`config.mk`:
```
export PLATFORM = sky130hd
export DESIGN_NAME = pclrc_top
export DESIGN_NICKNAME = d
export VERILOG_FILES = /design/src/shared/pclrc_pkg.sv /design/src/shared/pclrc_cmp_if.sv /design/src/rtl/pclrc_sync.sv /design/src/rtl/pclrc_poc_seq.sv /design/src/rtl/pclrc_top.sv
export SDC_FILE = /design/constraint.sdc
export NUM_CORES = 1
export LEC_CHECK = 0
export ABC_AREA = 1
export BUFFER_PORTS_ARGS = -buffer_cell sky130_fd_sc_hd__buf_2
export CAP_MARGIN = 40
export CELL_PAD_IN_SITES_DETAIL_PLACEMENT = 0
export CELL_PAD_IN_SITES_GLOBAL_PLACEMENT = 1
export CORE_AREA = 2 2 96 98
export CTS_BUF_LIST = sky130_fd_sc_hd__clkbuf_2
export DETAILED_ROUTE_END_ITERATION = 7
export DIE_AREA = 0 0 98 100
export HOLD_SLACK_MARGIN = 0.1
export PLACE_DENSITY_LB_ADDON = 0.1
export RECOVER_POWER = 50
export SLEW_MARGIN = 25
export SYNTH_ARGS = -nofsm -noshare
export SYNTH_HDL_FRONTEND = slang
export SYNTH_SLANG_ARGS = --single-unit
```
`constraint.sdc`:
```
create_clock -name core_clk -period 3.15 [get_ports core_clk]
set_input_delay 0.315 -clock core_clk [delete_from_list [all_inputs] [get_ports core_clk]]
set_output_delay 0.315 -clock core_clk [all_outputs]
set_load 0.1 [all_outputs]
```
`src/shared/pclrc_pkg.sv`:
```
`default_nettype none
package pclrc_pkg;
  // register bus geometry and sequencer counter width
  localparam int ADDR_W  = 3;
  localparam int DATA_W  = 8;
  localparam int LEVEL_W = 4;
  localparam int CNT_W   = 21;

  // register offsets
  localparam logic [ADDR_W-1:0] ADR_DET_CTRL  = 3'h0;
  localparam logic [ADDR_W-1:0] ADR_DET_LEVEL = 3'h1;
  localparam logic [ADDR_W-1:0] ADR_CAUSE     = 3'h2;
  localparam logic [ADDR_W-1:0] ADR_IRQ_STAT  = 3'h3;
  localparam logic [ADDR_W-1:0] ADR_IRQ_MASK  = 3'h4;

  // field positions
  localparam int CTL_EN_BIT    = 7;
  localparam int CTL_SRC_BIT   = 2;
  localparam int CTL_ACT_BIT   = 1;
  localparam int CTL_FLAG_BIT  = 0;
  localparam int CAUSE_DET_BIT = 0;
  localparam int CAUSE_WDT_BIT = 4;
  localparam int IRQ_CROSS_BIT = 0;
  localparam int IRQ_DRST_BIT  = 1;

  // reset values
  localparam logic [DATA_W-1:0]  CAUSE_RST = 8'h00;
  localparam logic [DATA_W-1:0]  MASK_RST  = 8'h00;
  localparam logic [DATA_W-1:0]  STAT_RST  = 8'h00;
  localparam logic [LEVEL_W-1:0] LEVEL_RST = 4'h0;
  localparam logic [DATA_W-1:0]  READ_ZERO = 8'h00;

  // timing: fast-rise window and stabilization wait
  localparam int CLK_MHZ      = 250;
  localparam int POC_FAST_NS  = 1930000;
  localparam int POC_STAB_NS  = 5390000;
  localparam int POC_FAST_CYC = POC_FAST_NS * CLK_MHZ / 1000;
  localparam int POC_STAB_CYC = POC_STAB_NS * CLK_MHZ / 1000;

  typedef enum logic [1:0] {
    POC_HOLD      = 2'b00,
    POC_WAIT_HIGH = 2'b01,
    POC_STAB      = 2'b10,
    POC_RUN       = 2'b11
  } pclrc_poc_t;
endpackage
`default_nettype wire

```
`src/shared/pclrc_cmp_if.sv`:
```
`timescale 1ns/10ps
`default_nettype none
interface pclrc_cmp_if;
  logic poc_above_low;
  logic poc_above_high;
  logic det_below;
  logic opt_high;
  modport src (output poc_above_low, poc_above_high, det_below, opt_high);
  modport dst (input  poc_above_low, poc_above_high, det_below, opt_high);
endinterface
`default_nettype wire

```
`src/rtl/pclrc_sync.sv`:
```
`timescale 1ns/10ps
`default_nettype none
module pclrc_sync (
  input  wire logic     core_clk,
  input  wire logic     rst_n,
  input  wire logic     ce,
  input  wire logic     poc_low_raw,
  input  wire logic     poc_high_raw,
  input  wire logic     det_below_raw,
  input  wire logic     opt_raw,
  pclrc_cmp_if.src      cmp
);
  import pclrc_pkg::*;

  logic [3:0] meta_q;
  logic [3:0] sync_q;

  // two flops per comparator level
  always_ff @(posedge core_clk or negedge rst_n) begin
    if (!rst_n) begin
      meta_q <= 4'h0;
      sync_q <= 4'h0;
    end else if (ce) begin
      meta_q <= {opt_raw, det_below_raw, poc_high_raw, poc_low_raw};
      sync_q <= meta_q;
    end
  end

  assign cmp.poc_above_low  = sync_q[0];
  assign cmp.poc_above_high = sync_q[1];
  assign cmp.det_below      = sync_q[2];
  assign cmp.opt_high       = sync_q[3];

  property p_sync_delay;
    @(posedge core_clk) disable iff (!rst_n)
    ce ##1 ce |-> sync_q == $past(meta_q);
  endproperty
  a_sync_delay: assert property (p_sync_delay)
    else $error("synchroniser second stage did not follow first");
endmodule
`default_nettype wire

```
`src/rtl/pclrc_poc_seq.sv`:
```
`timescale 1ns/10ps
`default_nettype none
module pclrc_poc_seq #(
  parameter int unsigned FAST_CYC = pclrc_pkg::POC_FAST_CYC,
  parameter int unsigned STAB_CYC = pclrc_pkg::POC_STAB_CYC
) (
  input  wire logic     core_clk,
  input  wire logic     rst_n,
  input  wire logic     ce,
  pclrc_cmp_if.dst      cmp,
  output logic          hold,
  output logic          poc_clear_q
);
  import pclrc_pkg::*;

  localparam logic [CNT_W-1:0] FAST_W = CNT_W'(FAST_CYC);
  localparam logic [CNT_W-1:0] STAB_W = CNT_W'(STAB_CYC - 1);
  localparam logic [CNT_W-1:0] CNT_MAX = {CNT_W{1'b1}};

  pclrc_poc_t       state_q;
  logic [CNT_W-1:0] cnt_q;

  // release sequencing after power-on or a drop
  always_ff @(posedge core_clk or negedge rst_n) begin
    if (!rst_n) begin
      state_q <= POC_HOLD;
      cnt_q   <= '0;
    end else if (ce) begin
      if (!cmp.poc_above_low && state_q != POC_HOLD) begin
        state_q <= POC_HOLD;
      end else begin
        case (state_q)
          POC_HOLD: begin
            cnt_q <= '0;
            if (cmp.poc_above_low) begin
              if (cmp.opt_high) begin
                state_q <= POC_WAIT_HIGH;
              end else begin
                state_q <= POC_RUN;
              end
            end
          end
          POC_WAIT_HIGH: begin
            if (cnt_q != CNT_MAX) begin
              cnt_q <= cnt_q + 1'b1;
            end
            if (cmp.poc_above_high) begin
              cnt_q <= '0;
              if (cnt_q < FAST_W) begin
                state_q <= POC_STAB;
              end else begin
                state_q <= POC_RUN;
              end
            end
          end
          POC_STAB: begin
            cnt_q <= cnt_q + 1'b1;
            if (cnt_q >= STAB_W) begin
              state_q <= POC_RUN;
            end
          end
          POC_RUN:  state_q <= POC_RUN;
          default:  state_q <= POC_HOLD;
        endcase
      end
    end
  end

  // one pulse when the supervisor pulls reset again
  always_ff @(posedge core_clk or negedge rst_n) begin
    if (!rst_n) begin
      poc_clear_q <= 1'b0;
    end else if (ce) begin
      poc_clear_q <= !cmp.poc_above_low && state_q != POC_HOLD;
    end
  end

  assign hold = (state_q != POC_RUN);

  property p_low_release;
    @(posedge core_clk) disable iff (!rst_n)
    ce && state_q == POC_HOLD && cmp.poc_above_low && !cmp.opt_high
    |=> state_q == POC_RUN;
  endproperty
  a_low_release: assert property (p_low_release)
    else $error("low mode did not release at low level");

  property p_high_wait;
    @(posedge core_clk) disable iff (!rst_n)
    state_q == POC_WAIT_HIGH && !cmp.poc_above_high |=> state_q != POC_RUN;
  endproperty
  a_high_wait: assert property (p_high_wait)
    else $error("high mode released below the high level");

  property p_fast_stab;
    @(posedge core_clk) disable iff (!rst_n)
    ce && state_q == POC_WAIT_HIGH && cmp.poc_above_low
    && cmp.poc_above_high && cnt_q < FAST_W |=> state_q == POC_STAB;
  endproperty
  a_fast_stab: assert property (p_fast_stab)
    else $error("fast rise skipped the stabilization wait");
endmodule
`default_nettype wire

```
`src/rtl/pclrc_top.sv`:
```
// Notes on behaviour
// - low option: release power-on reset once supply is above low level
// - high option: hold power-on reset until the high comparator trips
// - reset is asserted from power-up until the release condition holds
// - supply below the low level always asserts reset, either mode
// - high mode after a drop releases only at the high level
// - a power-on reset clears the whole reset-cause register
// - watchdog or detector reset sets its own cause flag, no clear
// - high mode, fast rise: insert stabilization wait before release
// - detector compares supply or external input, per control bit 2
// - reset action: reset while below threshold, release when above
// - interrupt action: interrupt on both threshold crossings
// - control bit 0 reads the current below-threshold result
// - detector reset sets reset-cause bit 0
// - software picks one of sixteen detection levels for comparator
`timescale 1ns/10ps
`default_nettype none
module pclrc_top #(
  parameter int unsigned POC_FAST_CYC = pclrc_pkg::POC_FAST_CYC,
  parameter int unsigned POC_STAB_CYC = pclrc_pkg::POC_STAB_CYC
) (
  input  wire logic                          core_clk,
  input  wire logic                          rst_n,
  input  wire logic                          ce,
  input  wire logic                          poc_low_cmp_in,
  input  wire logic                          poc_high_cmp_in,
  input  wire logic                          det_below_cmp_in,
  input  wire logic                          poc_threshold_option,
  input  wire logic                          watchdog_timer_reset_req,
  input  wire logic [pclrc_pkg::ADDR_W-1:0]  reg_addr,
  input  wire logic [pclrc_pkg::DATA_W-1:0]  reg_wdata,
  input  wire logic                          reg_wr,
  input  wire logic                          reg_rd,
  output logic      [pclrc_pkg::DATA_W-1:0]  reg_rdata,
  output logic                               internal_reset_n,
  output logic                               detector_enable,
  output logic                               detector_source_select,
  output logic      [pclrc_pkg::LEVEL_W-1:0] detector_level,
  output logic                               irq
);
  import pclrc_pkg::*;

  pclrc_cmp_if cmp ();

  logic                poc_hold;
  logic                poc_clear_q;
  logic                en_q;
  logic                src_q;
  logic                act_q;
  logic [LEVEL_W-1:0]  level_q;
  logic                flag_q;
  logic                flag_d;
  logic                det_rst_q;
  logic                det_rst_d;
  logic                wdt_rst_q;
  logic [DATA_W-1:0]   cause_q;
  logic [DATA_W-1:0]   stat_q;
  logic [DATA_W-1:0]   mask_q;
  logic [DATA_W-1:0]   rdata_d;
  logic [DATA_W-1:0]   cause_set;
  logic [DATA_W-1:0]   stat_set;
  logic [DATA_W-1:0]   stat_clr;
  logic                cross_evt;
  logic                det_rst_set;
  logic                ctl_clear;
  logic                wr_ctrl;
  logic                wr_level;
  logic                wr_stat;
  logic                wr_mask;
  logic                rd_cause;
  logic                irq_q;

  // sticky update where a new event beats a clear in the same cycle
  function automatic logic [DATA_W-1:0] sticky(
    input logic [DATA_W-1:0] cur,
    input logic [DATA_W-1:0] set,
    input logic [DATA_W-1:0] clr
  );
    sticky = (cur & ~clr) | set;
  endfunction

  // strobe qualified by an address match, bus operands passed in
  function automatic logic bus_hit(
    input logic              stb,
    input logic [ADDR_W-1:0] adr,
    input logic [ADDR_W-1:0] want
  );
    bus_hit = stb && (adr == want);
  endfunction

  pclrc_sync u_sync (
    .core_clk      (core_clk),
    .rst_n         (rst_n),
    .ce            (ce),
    .poc_low_raw   (poc_low_cmp_in),
    .poc_high_raw  (poc_high_cmp_in),
    .det_below_raw (det_below_cmp_in),
    .opt_raw       (poc_threshold_option),
    .cmp           (cmp.src)
  );

  pclrc_poc_seq #(
    .FAST_CYC (POC_FAST_CYC),
    .STAB_CYC (POC_STAB_CYC)
  ) u_poc (
    .core_clk    (core_clk),
    .rst_n       (rst_n),
    .ce          (ce),
    .cmp         (cmp.dst),
    .hold        (poc_hold),
    .poc_clear_q (poc_clear_q)
  );

  assign wr_ctrl  = bus_hit(reg_wr, reg_addr, ADR_DET_CTRL);
  assign wr_level = bus_hit(reg_wr, reg_addr, ADR_DET_LEVEL);
  assign wr_stat  = bus_hit(reg_wr, reg_addr, ADR_IRQ_STAT);
  assign wr_mask  = bus_hit(reg_wr, reg_addr, ADR_IRQ_MASK);
  assign rd_cause = bus_hit(reg_rd, reg_addr, ADR_CAUSE);

  // resets other than the detector's wipe the detector setup
  assign ctl_clear = poc_clear_q || wdt_rst_q || poc_hold;

  // detector configuration
  always_ff @(posedge core_clk or negedge rst_n) begin
    if (!rst_n) begin
      en_q    <= 1'b0;
      src_q   <= 1'b0;
      act_q   <= 1'b0;
    end else if (ce) begin
      if (ctl_clear) begin
        en_q  <= 1'b0;
        src_q <= 1'b0;
        act_q <= 1'b0;
      end else if (wr_ctrl) begin
        en_q  <= reg_wdata[CTL_EN_BIT];
        src_q <= reg_wdata[CTL_SRC_BIT];
        act_q <= reg_wdata[CTL_ACT_BIT];
      end
    end
  end

  // detection level select
  always_ff @(posedge core_clk or negedge rst_n) begin
    if (!rst_n) begin
      level_q <= LEVEL_RST;
    end else if (ce) begin
      if (ctl_clear) begin
        level_q <= LEVEL_RST;
      end else if (wr_level) begin
        level_q <= reg_wdata[LEVEL_W-1:0];
      end
    end
  end

  assign detector_enable        = en_q;
  assign detector_source_select = src_q;
  assign detector_level         = level_q;

  // below-threshold flag, zero while the detector is off
  assign flag_d = en_q && cmp.det_below;
  assign cross_evt = (flag_d != flag_q) && !act_q;
  assign det_rst_d = en_q && act_q && cmp.det_below;
  assign det_rst_set = det_rst_d && !det_rst_q;

  always_ff @(posedge core_clk or negedge rst_n) begin
    if (!rst_n) begin
      flag_q <= 1'b0;
    end else if (ce) begin
      flag_q <= flag_d;
    end
  end

  // detector reset follows the comparison level
  always_ff @(posedge core_clk or negedge rst_n) begin
    if (!rst_n) begin
      det_rst_q <= 1'b0;
    end else if (ce) begin
      det_rst_q <= det_rst_d;
    end
  end

  always_ff @(posedge core_clk or negedge rst_n) begin
    if (!rst_n) begin
      wdt_rst_q <= 1'b0;
    end else if (ce) begin
      wdt_rst_q <= watchdog_timer_reset_req;
    end
  end

  // drop below the low level asserts reset without a clock
  assign internal_reset_n = poc_low_cmp_in && !poc_hold
                         && !det_rst_q && !wdt_rst_q;

  always_comb begin
    cause_set = 8'h00;
    cause_set[CAUSE_DET_BIT] = det_rst_set;
    cause_set[CAUSE_WDT_BIT] = watchdog_timer_reset_req && !wdt_rst_q;
  end

  // reset cause: cleared by power-on reset or read
  always_ff @(posedge core_clk or negedge rst_n) begin
    if (!rst_n) begin
      cause_q <= CAUSE_RST;
    end else if (ce) begin
      if (poc_clear_q) begin
        cause_q <= CAUSE_RST;
      end else begin
        cause_q <= sticky(cause_q, cause_set, rd_cause ? 8'hFF : 8'h00);
      end
    end
  end

  always_comb begin
    stat_set = 8'h00;
    stat_set[IRQ_CROSS_BIT] = cross_evt;
    stat_set[IRQ_DRST_BIT]  = det_rst_set;
    stat_clr = wr_stat ? reg_wdata : 8'h00;
  end

  always_ff @(posedge core_clk or negedge rst_n) begin
    if (!rst_n) begin
      stat_q <= STAT_RST;
    end else if (ce) begin
      stat_q <= sticky(stat_q, stat_set, stat_clr);
    end
  end

  always_ff @(posedge core_clk or negedge rst_n) begin
    if (!rst_n) begin
      mask_q <= MASK_RST;
    end else if (ce && wr_mask) begin
      mask_q <= reg_wdata;
    end
  end

  always_ff @(posedge core_clk or negedge rst_n) begin
    if (!rst_n) begin
      irq_q <= 1'b0;
    end else if (ce) begin
      irq_q <= |(sticky(stat_q, stat_set, stat_clr) & mask_q);
    end
  end

  assign irq = irq_q;

  // read mux
  always_comb begin
    rdata_d = READ_ZERO;
    case (reg_addr)
      ADR_DET_CTRL: begin
        rdata_d[CTL_EN_BIT]   = en_q;
        rdata_d[CTL_SRC_BIT]  = src_q;
        rdata_d[CTL_ACT_BIT]  = act_q;
        rdata_d[CTL_FLAG_BIT] = flag_q;
      end
      ADR_DET_LEVEL: rdata_d[LEVEL_W-1:0] = level_q;
      ADR_CAUSE:     rdata_d = cause_q;
      ADR_IRQ_STAT:  rdata_d = stat_q;
      ADR_IRQ_MASK:  rdata_d = mask_q;
      default:       rdata_d = READ_ZERO;
    endcase
  end

  // read data stands only in the cycle after the strobe
  always_ff @(posedge core_clk or negedge rst_n) begin
    if (!rst_n) begin
      reg_rdata <= READ_ZERO;
    end else if (ce) begin
      reg_rdata <= reg_rd ? rdata_d : READ_ZERO;
    end
  end

  property p_poc_low_reset;
    @(posedge core_clk) disable iff (!rst_n)
    !poc_low_cmp_in |-> !internal_reset_n;
  endproperty
  a_poc_low_reset: assert property (p_poc_low_reset)
    else $error("reset not asserted with supply below low level");

  property p_hold_reset;
    @(posedge core_clk) disable iff (!rst_n)
    poc_hold |-> !internal_reset_n;
  endproperty
  a_hold_reset: assert property (p_hold_reset)
    else $error("reset released while supervisor holds");

  property p_poc_clears_cause;
    @(posedge core_clk) disable iff (!rst_n)
    ce && poc_clear_q |=> cause_q == CAUSE_RST;
  endproperty
  a_poc_clears_cause: assert property (p_poc_clears_cause)
    else $error("power-on reset left cause bits set");

  property p_det_cause;
    @(posedge core_clk) disable iff (!rst_n)
    ce && det_rst_set && !poc_clear_q |=> cause_q[CAUSE_DET_BIT];
  endproperty
  a_det_cause: assert property (p_det_cause)
    else $error("detector reset did not set its cause bit");

  property p_wdt_cause;
    @(posedge core_clk) disable iff (!rst_n)
    ce && watchdog_timer_reset_req && !wdt_rst_q && !poc_clear_q
    |=> cause_q[CAUSE_WDT_BIT] && !internal_reset_n;
  endproperty
  a_wdt_cause: assert property (p_wdt_cause)
    else $error("watchdog reset did not set its cause bit");

  property p_det_reset;
    @(posedge core_clk) disable iff (!rst_n)
    ce && en_q && act_q && cmp.det_below |=> !internal_reset_n;
  endproperty
  a_det_reset: assert property (p_det_reset)
    else $error("detector reset not asserted below threshold");

  property p_cross_irq;
    @(posedge core_clk) disable iff (!rst_n)
    ce && cross_evt |=> stat_q[IRQ_CROSS_BIT];
  endproperty
  a_cross_irq: assert property (p_cross_irq)
    else $error("threshold crossing lost its status bit");

  property p_flag_read;
    @(posedge core_clk) disable iff (!rst_n)
    ce && reg_rd && reg_addr == ADR_DET_CTRL
    |=> reg_rdata[CTL_FLAG_BIT] == $past(flag_q);
  endproperty
  a_flag_read: assert property (p_flag_read)
    else $error("flag read does not match comparison result");

  property p_src_sel;
    @(posedge core_clk) disable iff (!rst_n)
    ce && wr_ctrl && !ctl_clear
    |=> detector_source_select == $past(reg_wdata[CTL_SRC_BIT]);
  endproperty
  a_src_sel: assert property (p_src_sel)
    else $error("source select not applied");

  property p_level_sel;
    @(posedge core_clk) disable iff (!rst_n)
    ce && wr_level && !ctl_clear
    |=> detector_level == $past(reg_wdata[LEVEL_W-1:0]);
  endproperty
  a_level_sel: assert property (p_level_sel)
    else $error("detection level not applied");

  property p_irq_mask;
    @(posedge core_clk) disable iff (!rst_n)
    ce && |(stat_q & mask_q) && !wr_stat |=> irq;
  endproperty
  a_irq_mask: assert property (p_irq_mask)
    else $error("unmasked status did not raise irq");

  c_det_reset:  cover property (@(posedge core_clk) det_rst_set);
  c_cross:      cover property (@(posedge core_clk) cross_evt && flag_q);
  c_poc_drop:   cover property (@(posedge core_clk) poc_clear_q);
  c_release:    cover property (@(posedge core_clk) $rose(internal_reset_n));
endmodule
`default_nettype wire

```
==> impl_metrics.ini, run 1 <==
[route]
dr_total_vias = 3721
highest_layer = met4
wl_met2_um = 5420
drt_iter0_markers = 205
wl_met3_um = 308
dr.pass1.iters = 4
drc = 0
vias_per_cell = 5.04
wl_met1_um = 4790
ant_nets = 0
wirelength_um = 10800
wl_per_cell_um = 14.6

[final_layout]
fin_nets = 651
drive_above_1_share_pct = 11.0
final_core_util_pct = 52.9
antenna_cells = 0
final_area_um2 = 4710
syn_to_final_growth_pct = 12.7
layout_commonest_cell = nand2_1
final_cell_mix = 152 x nand2_1, 89 x inv_1, 75 x dfrtp_1

[floorplanning]
die-height_um = 100
core_um2 = 8890
io-pin-count = 37
dieWidth_um = 98
fp-row-count = 35
initial_core_util_pct = 47.0
dieArea_um2 = 9800

[synth]
synth_edf_count = 0
ys_top_cells_by_area = dfrtp_1 45%, nand2_1 14%, inv_1 8.0%, nor2_1 6.7%, o21ai_0 5.9%
ys.flop_type = dfrtp_1
yosysWarningCount = 0
synth_xor_area_share_pct = 1.47
ys_types = 35
synth-seq-cells = 75
synth_compound_area_share_pct = 14.2
synth_fa_ha_area_share_pct = 2.10
syn_nets = 600
seq_area_frac_synth_pct = 45.0
synth_top_family_by_area = simple AND/OR/NAND/NOR gates
syn_area_per_cell_um2 = 7.30
syn-cell-area_um2 = 4180
synth_area_leader_cell = dfrtp_1
postSynthCellCount = 572
synth.area.mux_share_pct = 0
synth-async-reset-ratio_pct = 100
synth_top_area_share_pct = 45.0
synth-simple-area-share_pct = 27.0

[worst_setup_path]
crit_path_end_kind = flop
crit_arrival_ns = 2.72
path_class = reg2reg
reg2reg_to = u_poc.cnt_q[4]
critPathRequiredTime_ns = 3.61
endpoint = u_poc.cnt_q[4]
ff2ff_path_depth = 8
worst-r2r-setup-slack_ns = 0.88
crit_start = u_poc.state_q[1]
reg2reg_from = u_poc.state_q[1]
critPathMaxFanout = 20
start_kind = flop

[pwr]
p_switching_uw = 909
p_leak_nw = 2.37
peakVddDrop_mv = 0.231
p_comb_share_pct = 28.0
clockPowerShare_pct = 25.7
switching_share_pct = 37.6
power_density_nw_per_um2 = 514
p_seq_share_pct = 46.3
finalPower_mw = 2.42
intPower_mw = 1.51

[clock_tree]
htreeDepth = 3
cts_buffers = 9
path_clk_slew_ns = 0.23
holdBufCountCts = 12
cts.path.max_buffers = 2
clk_latency_ns = 0.51
clock_sinks = 75
cts_resized = 0
cts_tree = built
cts_setup_buffers = 0
cts_root_buf = clkbuf_2

[min_path]
worstHoldStart = reg_wdata[2]
hp-class = in2reg

[sta]
grt_setup_unrepaired = false
slew_headroom_pct = -27.2
fin_crit_ns = 2.27
max_freq_mhz = 441
period_share_pct = 71.9
setup_violations = 0
tightest_slew_ns = 1.91
clock_skew_ns = 0.0233
fin_setup_tns_ns = 0
hold_viol_final = 0
worst_slack_ns = 0.884
slew_violations = 34

[global_route]
overflow = 0
grt_max_degree = 43
grtUsageTotal_pct = 23.3
antenna_found_initial = 0
grt_pass1_vias = 3671
grt_pass1_wl_um = 18000

[job]
drv_cap = 1

[run_status]
outcome = finished, violations left
violations = capacitance limit, slew limit

[placed_design]
place_area_um2 = 4460
pre_cts_slack_ns = 0.878
hpwl_um = 7990
gp_congestion = 0.867
portBuffers = 36
state kept, by name, indices dropped and copies added (netlist names), 2 cells and up:
register        cells
u_poc.cnt_q        21
cause_q             8
mask_q              8
reg_rdata           8
stat_q              8
detector_level      4
u_sync.meta_q       4
u_sync.sync_q       4
u_poc.state_q       2
area by class of cell:
cell class / count / area [µm²]
fillers: 882 / 4180
repair buffers: 51 / 333
multi-input cells: 391 / 1870
clock buffers: 9 / 45.0
well taps: 111 / 139
inverters: 95 / 357
clock inverters: 6 / 88.8
flip-flops and latches: 75 / 1880
synthesized netlist by cell type, types with 3 or more instances:
| cell | n |
|---|---|
| o21ai_0 | 49 |
| o21ai_1 | 6 |
| nand4_1 | 6 |
| nor2_2 | 3 |
| a211oi_1 | 4 |
| nor3_1 | 6 |
| xor2_1 | 7 |
| nand2_1 | 152 |
| inv_1 | 89 |
| ha_1 | 7 |
| inv_2 | 5 |
| nand3_1 | 23 |
| nor2_1 | 74 |
| clkbuf_1 | 7 |
| o22ai_1 | 14 |
| dfrtp_1 | 75 |
| a21oi_1 | 21 |
per-stage QoR:
stage	std cells	hold slack, ns
after global placement	710	0.461
after floorplan	572	0.0194
after CTS	738	0.107
final	738	0.141
after detailed placement	711	0.303
after global routing	738	0.102
layer usage:
| metal | vias to the layer above | track usage (%) |
|---|---|---|
| met5 | - | 0 |
| met4 | 0 | 9.94 |
| met3 | 16 | 3.41 |
| met2 | 73 | 40.4 |
| met1 | 1718 | 29.2 |
| li1 | 1914 | - |
critical path: stages, from the launching register on:
cell and delay [ns]:
dfrtp_1 0.48, inv_1 0.12, ha_1 0.17, nor2_1 0.08
nor2_1 0.27, nand3_2 0.43, inv_2 0.41, nand2_1 0.09
a21oi_1 0.15
power by group through the flow:
stage | clock, mW | sequential, mW | combinational [mW]
floorplan | 0 | 1.18 | 0.446
global placement | 0 | 1.14 | 0.656
detailed placement | 0 | 1.14 | 0.668
CTS | 0.637 | 1.12 | 0.683
global route | 0.670 | 1.13 | 0.767
finish | 0.622 | 1.12 | 0.677
worst min-delay path by stage:
stage	cells after the start	endpoint	slack (ns)
detailed placement	1	u_poc.cnt_q[7]	0.30
CTS	3	mask_q[2]	0.11
floorplan	0	act_q	0.02
finish	3	mask_q[2]	0.14
global placement	2	u_sync.meta_q[0]	0.46
global route	3	reg_rdata[3]	0.10
kinds of logic after synthesis:
logic type | count (synthesis)
and+or+nand+nor | 272
buffers and inverters | 106
DFF | 75
AOI/OAI and AO/OA | 105
adders and majority gates | 7
xor gates and xnor gates | 7
(Power assumes the default switching activity.)
==> run 2: changes to the inputs <==
--- a/config.mk
+++ b/config.mk
@@ -5,15 +5,15 @@
 export SDC_FILE = /design/constraint.sdc
 export NUM_CORES = 1
 export LEC_CHECK = 0
-export ABC_AREA = 1
+export ABC_AREA = 0
 export BUFFER_PORTS_ARGS = -buffer_cell sky130_fd_sc_hd__buf_2
 export CAP_MARGIN = 40
 export CELL_PAD_IN_SITES_DETAIL_PLACEMENT = 0
 export CELL_PAD_IN_SITES_GLOBAL_PLACEMENT = 1
-export CORE_AREA = 2 2 96 98
+export CORE_AREA = 2 2 95 97
 export CTS_BUF_LIST = sky130_fd_sc_hd__clkbuf_2
 export DETAILED_ROUTE_END_ITERATION = 7
-export DIE_AREA = 0 0 98 100
+export DIE_AREA = 0 0 97 99
 export HOLD_SLACK_MARGIN = 0.1
 export PLACE_DENSITY_LB_ADDON = 0.1
 export RECOVER_POWER = 50
==> constraint.sdc (replaced) <==
create_clock -name core_clk -period 2.35 [get_ports core_clk]
set_input_delay 0.235 -clock core_clk [delete_from_list [all_inputs] [get_ports core_clk]]
set_output_delay 0.235 -clock core_clk [all_outputs]
set_load 0.1 [all_outputs]
==> impl_metrics.ini, run 2 <==
[run_status]
outcome = completed

[synth]
syn_nets = 436
yosysWarningCount = 0
yosysMostFrequentCell = dfrtp_1
ys.flop_type = dfrtp_1
postSynthCellCount = 408
syn_area_per_cell_um2 = 9.77
synth-seq-cells = 75
ys_top_cells_by_area = dfrtp_1 47%, o21ai_0 5.1%, mux2_2 4.8%, nand2_1 4.2%, mux2i_1 2.5%
syn-cell-area_um2 = 3990
seq_area_frac_synth_pct = 47.1
synth-async-reset-ratio_pct = 100
synth_edf_count = 0
ys_types = 57
synth_top_area_share_pct = 47.1
synth_area_leader_cell = dfrtp_1
synth_common_cells = 75 x dfrtp_1, 45 x nand2_1, 41 x o21ai_0

[floorplanning]
dieWidth_um = 97
initial_core_util_pct = 46.6
io-pin-count = 37
fp-row-count = 34
core_um2 = 8550
dieArea_um2 = 9600
die-height_um = 99

[route]
dr_total_vias = 3164
wirelength_um = 9290
drt_iter0_markers = 109
ant_nets = 0
drc = 0
wl_per_cell_um = 16.3
vias_per_cell = 5.54
dr.pass1.iters = 4

[sta]
grt_setup_unrepaired = false
slew_headroom_pct = 24.9
slew_violations = 0
fin_crit_ns = 2.18
tightest_slew_ns = 1.13
whs_ns = 0.224
fin_setup_tns_ns = 0
clock_skew_ns = 0.0419
max_freq_mhz = 458
worst_slack_ns = 0.168
setup_violations = 0
hold_viol_final = 0
period_share_pct = 92.8

[worst_setup_path]
path_class = reg2out
crit_arrival_ns = 1.95
critPathMaxFanout = 5
crit_path_end_kind = output port
ff2ff_path_depth = 8
critPathRequiredTime_ns = 2.12
start_kind = flop

[final_layout]
largest_register_ffs = 21
top_register = u_poc.cnt_q
layout_commonest_cell = dfrtp_1
fin_nets = 486
syn_to_final_growth_pct = 13.9
num-fill-cells = 805
final_cell_mix = 75 x dfrtp_1, 45 x nand2_1, 41 x o21ai_0
drive_above_1_share_pct = 20.3
antenna_cells = 0

[pwr]
peakVddDrop_mv = 0.471
p_leak_nw = 2.09
power_density_nw_per_um2 = 687

[global_route]
overflow = 0
antenna_found_initial = 0
grt_max_degree = 46
grt_pass1_vias = 3061
grt_pass1_wl_um = 15800
grtUsageTotal_pct = 20.5

[clock_tree]
clock_sinks = 75
cts_buffers = 9
cts_root_buf = clkbuf_2
clk_latency_ns = 0.53
cts.path.max_buffers = 2
cts_tree = built
htreeDepth = 3
path_clk_slew_ns = 0.21
cts_setup_buffers = 0

[min_path]
hp-class = in2reg
hold_depth = 3

[placed_design]
gp_congestion = 0.825
pre_cts_slack_ns = 0.196
hpwl_um = 6550
portBuffers = 36

[job]
drv_cap = 0
run 2: where the power goes:
group / total [mW] / internal [mW] / switching (mW)
Combinational: 0.789 / 0.308 / 0.481
Clock: 0.842 / 0.359 / 0.483
Sequential: 1.49 / 1.39 / 0.0941
Total: 3.12 / 2.06 / 1.06
run 2: metal layers:
| metal | GRT usage (%) | vias up | wire length [µm] | part of all wire (%) |
|---|---|---|---|---|
| li1 | - | 1576 | - | - |
| met1 | 29.0 | 1529 | 4540 | 49 |
| met2 | 32.5 | 51 | 4400 | 47 |
| met3 | 2.98 | 8 | 250 | 2.7 |
| met4 | 6.83 | 0 | 93 | 1.0 |
| met5 | 0 | - | 0 | 0 |
run 2: layout make-up:
| class | instances | area [µm²] | area share (%) |
|---|---|---|---|
| multi-input combinational | 293 | 1920 | 42.4 |
| sequential | 75 | 1880 | 41.3 |
| timing repair buffer | 60 | 397 | 8.74 |
| tap | 108 | 135 | 2.98 |
| clock inverter | 6 | 87.6 | 1.93 |
| inverter | 19 | 71.3 | 1.57 |
| clock buffer | 10 | 50.0 | 1.10 |
run 2: worst max-delay path: stages, from the launching register on:
cell      delay [ns]
dfrtp_1         0.46
ha_1            0.31
nor4bb_4        0.22
buf_2           0.46
run 2: final timing paths:
path / start / end / slack [ns]
min in group asynchronous: rst_n / reg_rdata[5] / 0.41
max: u_poc.state_q[0] / internal_reset_n / 0.17
max in group asynchronous: rst_n / u_poc.cnt_q[13] / 0.56
min: reg_addr[1] / reg_rdata[3] / 0.22
max reg2reg: u_poc.state_q[1] / u_poc.cnt_q[12] / 0.27
min reg2reg: u_poc.poc_clear_q / cause_q[0] / 0.48
run 2: stage by stage:
step | instance area (µm²) | power [mW] | std cells | util, %
6_report | 4540 | 3.12 | 571 | 53.1
5_1_grt | 4540 | 3.32 | 571 | 53.1
4_1_cts | 4550 | 3.16 | 570 | 53.3
3_5_place_dp | 4250 | 2.29 | 537 | 49.7
3_3_place_gp | 4250 | 2.28 | 537 | 49.7
2_1_floorplan | 4000 | 2.08 | 408 | -
run 2: timing repair:
| item | 4_1_cts | 5_1_grt |
|---|---|---|
| hold buffers | 17 | 0 |
| hold endpoints to repair | 81 | 0 |
| gates resized for setup | 0 | 0 |
run 2: cell families after synthesis:
| kind of cell | Yosys count | synth area share [%] |
|---|---|---|
| compound gates | 118 | 18.1 |
| xor+xnor | 1 | 0.220 |
| fa+ha+maj | 7 | 2.20 |
| buf+inv | 40 | 5.05 |
| flops | 75 | 47.1 |
| mux | 28 | 7.88 |
| simple gates | 139 | 19.4 |
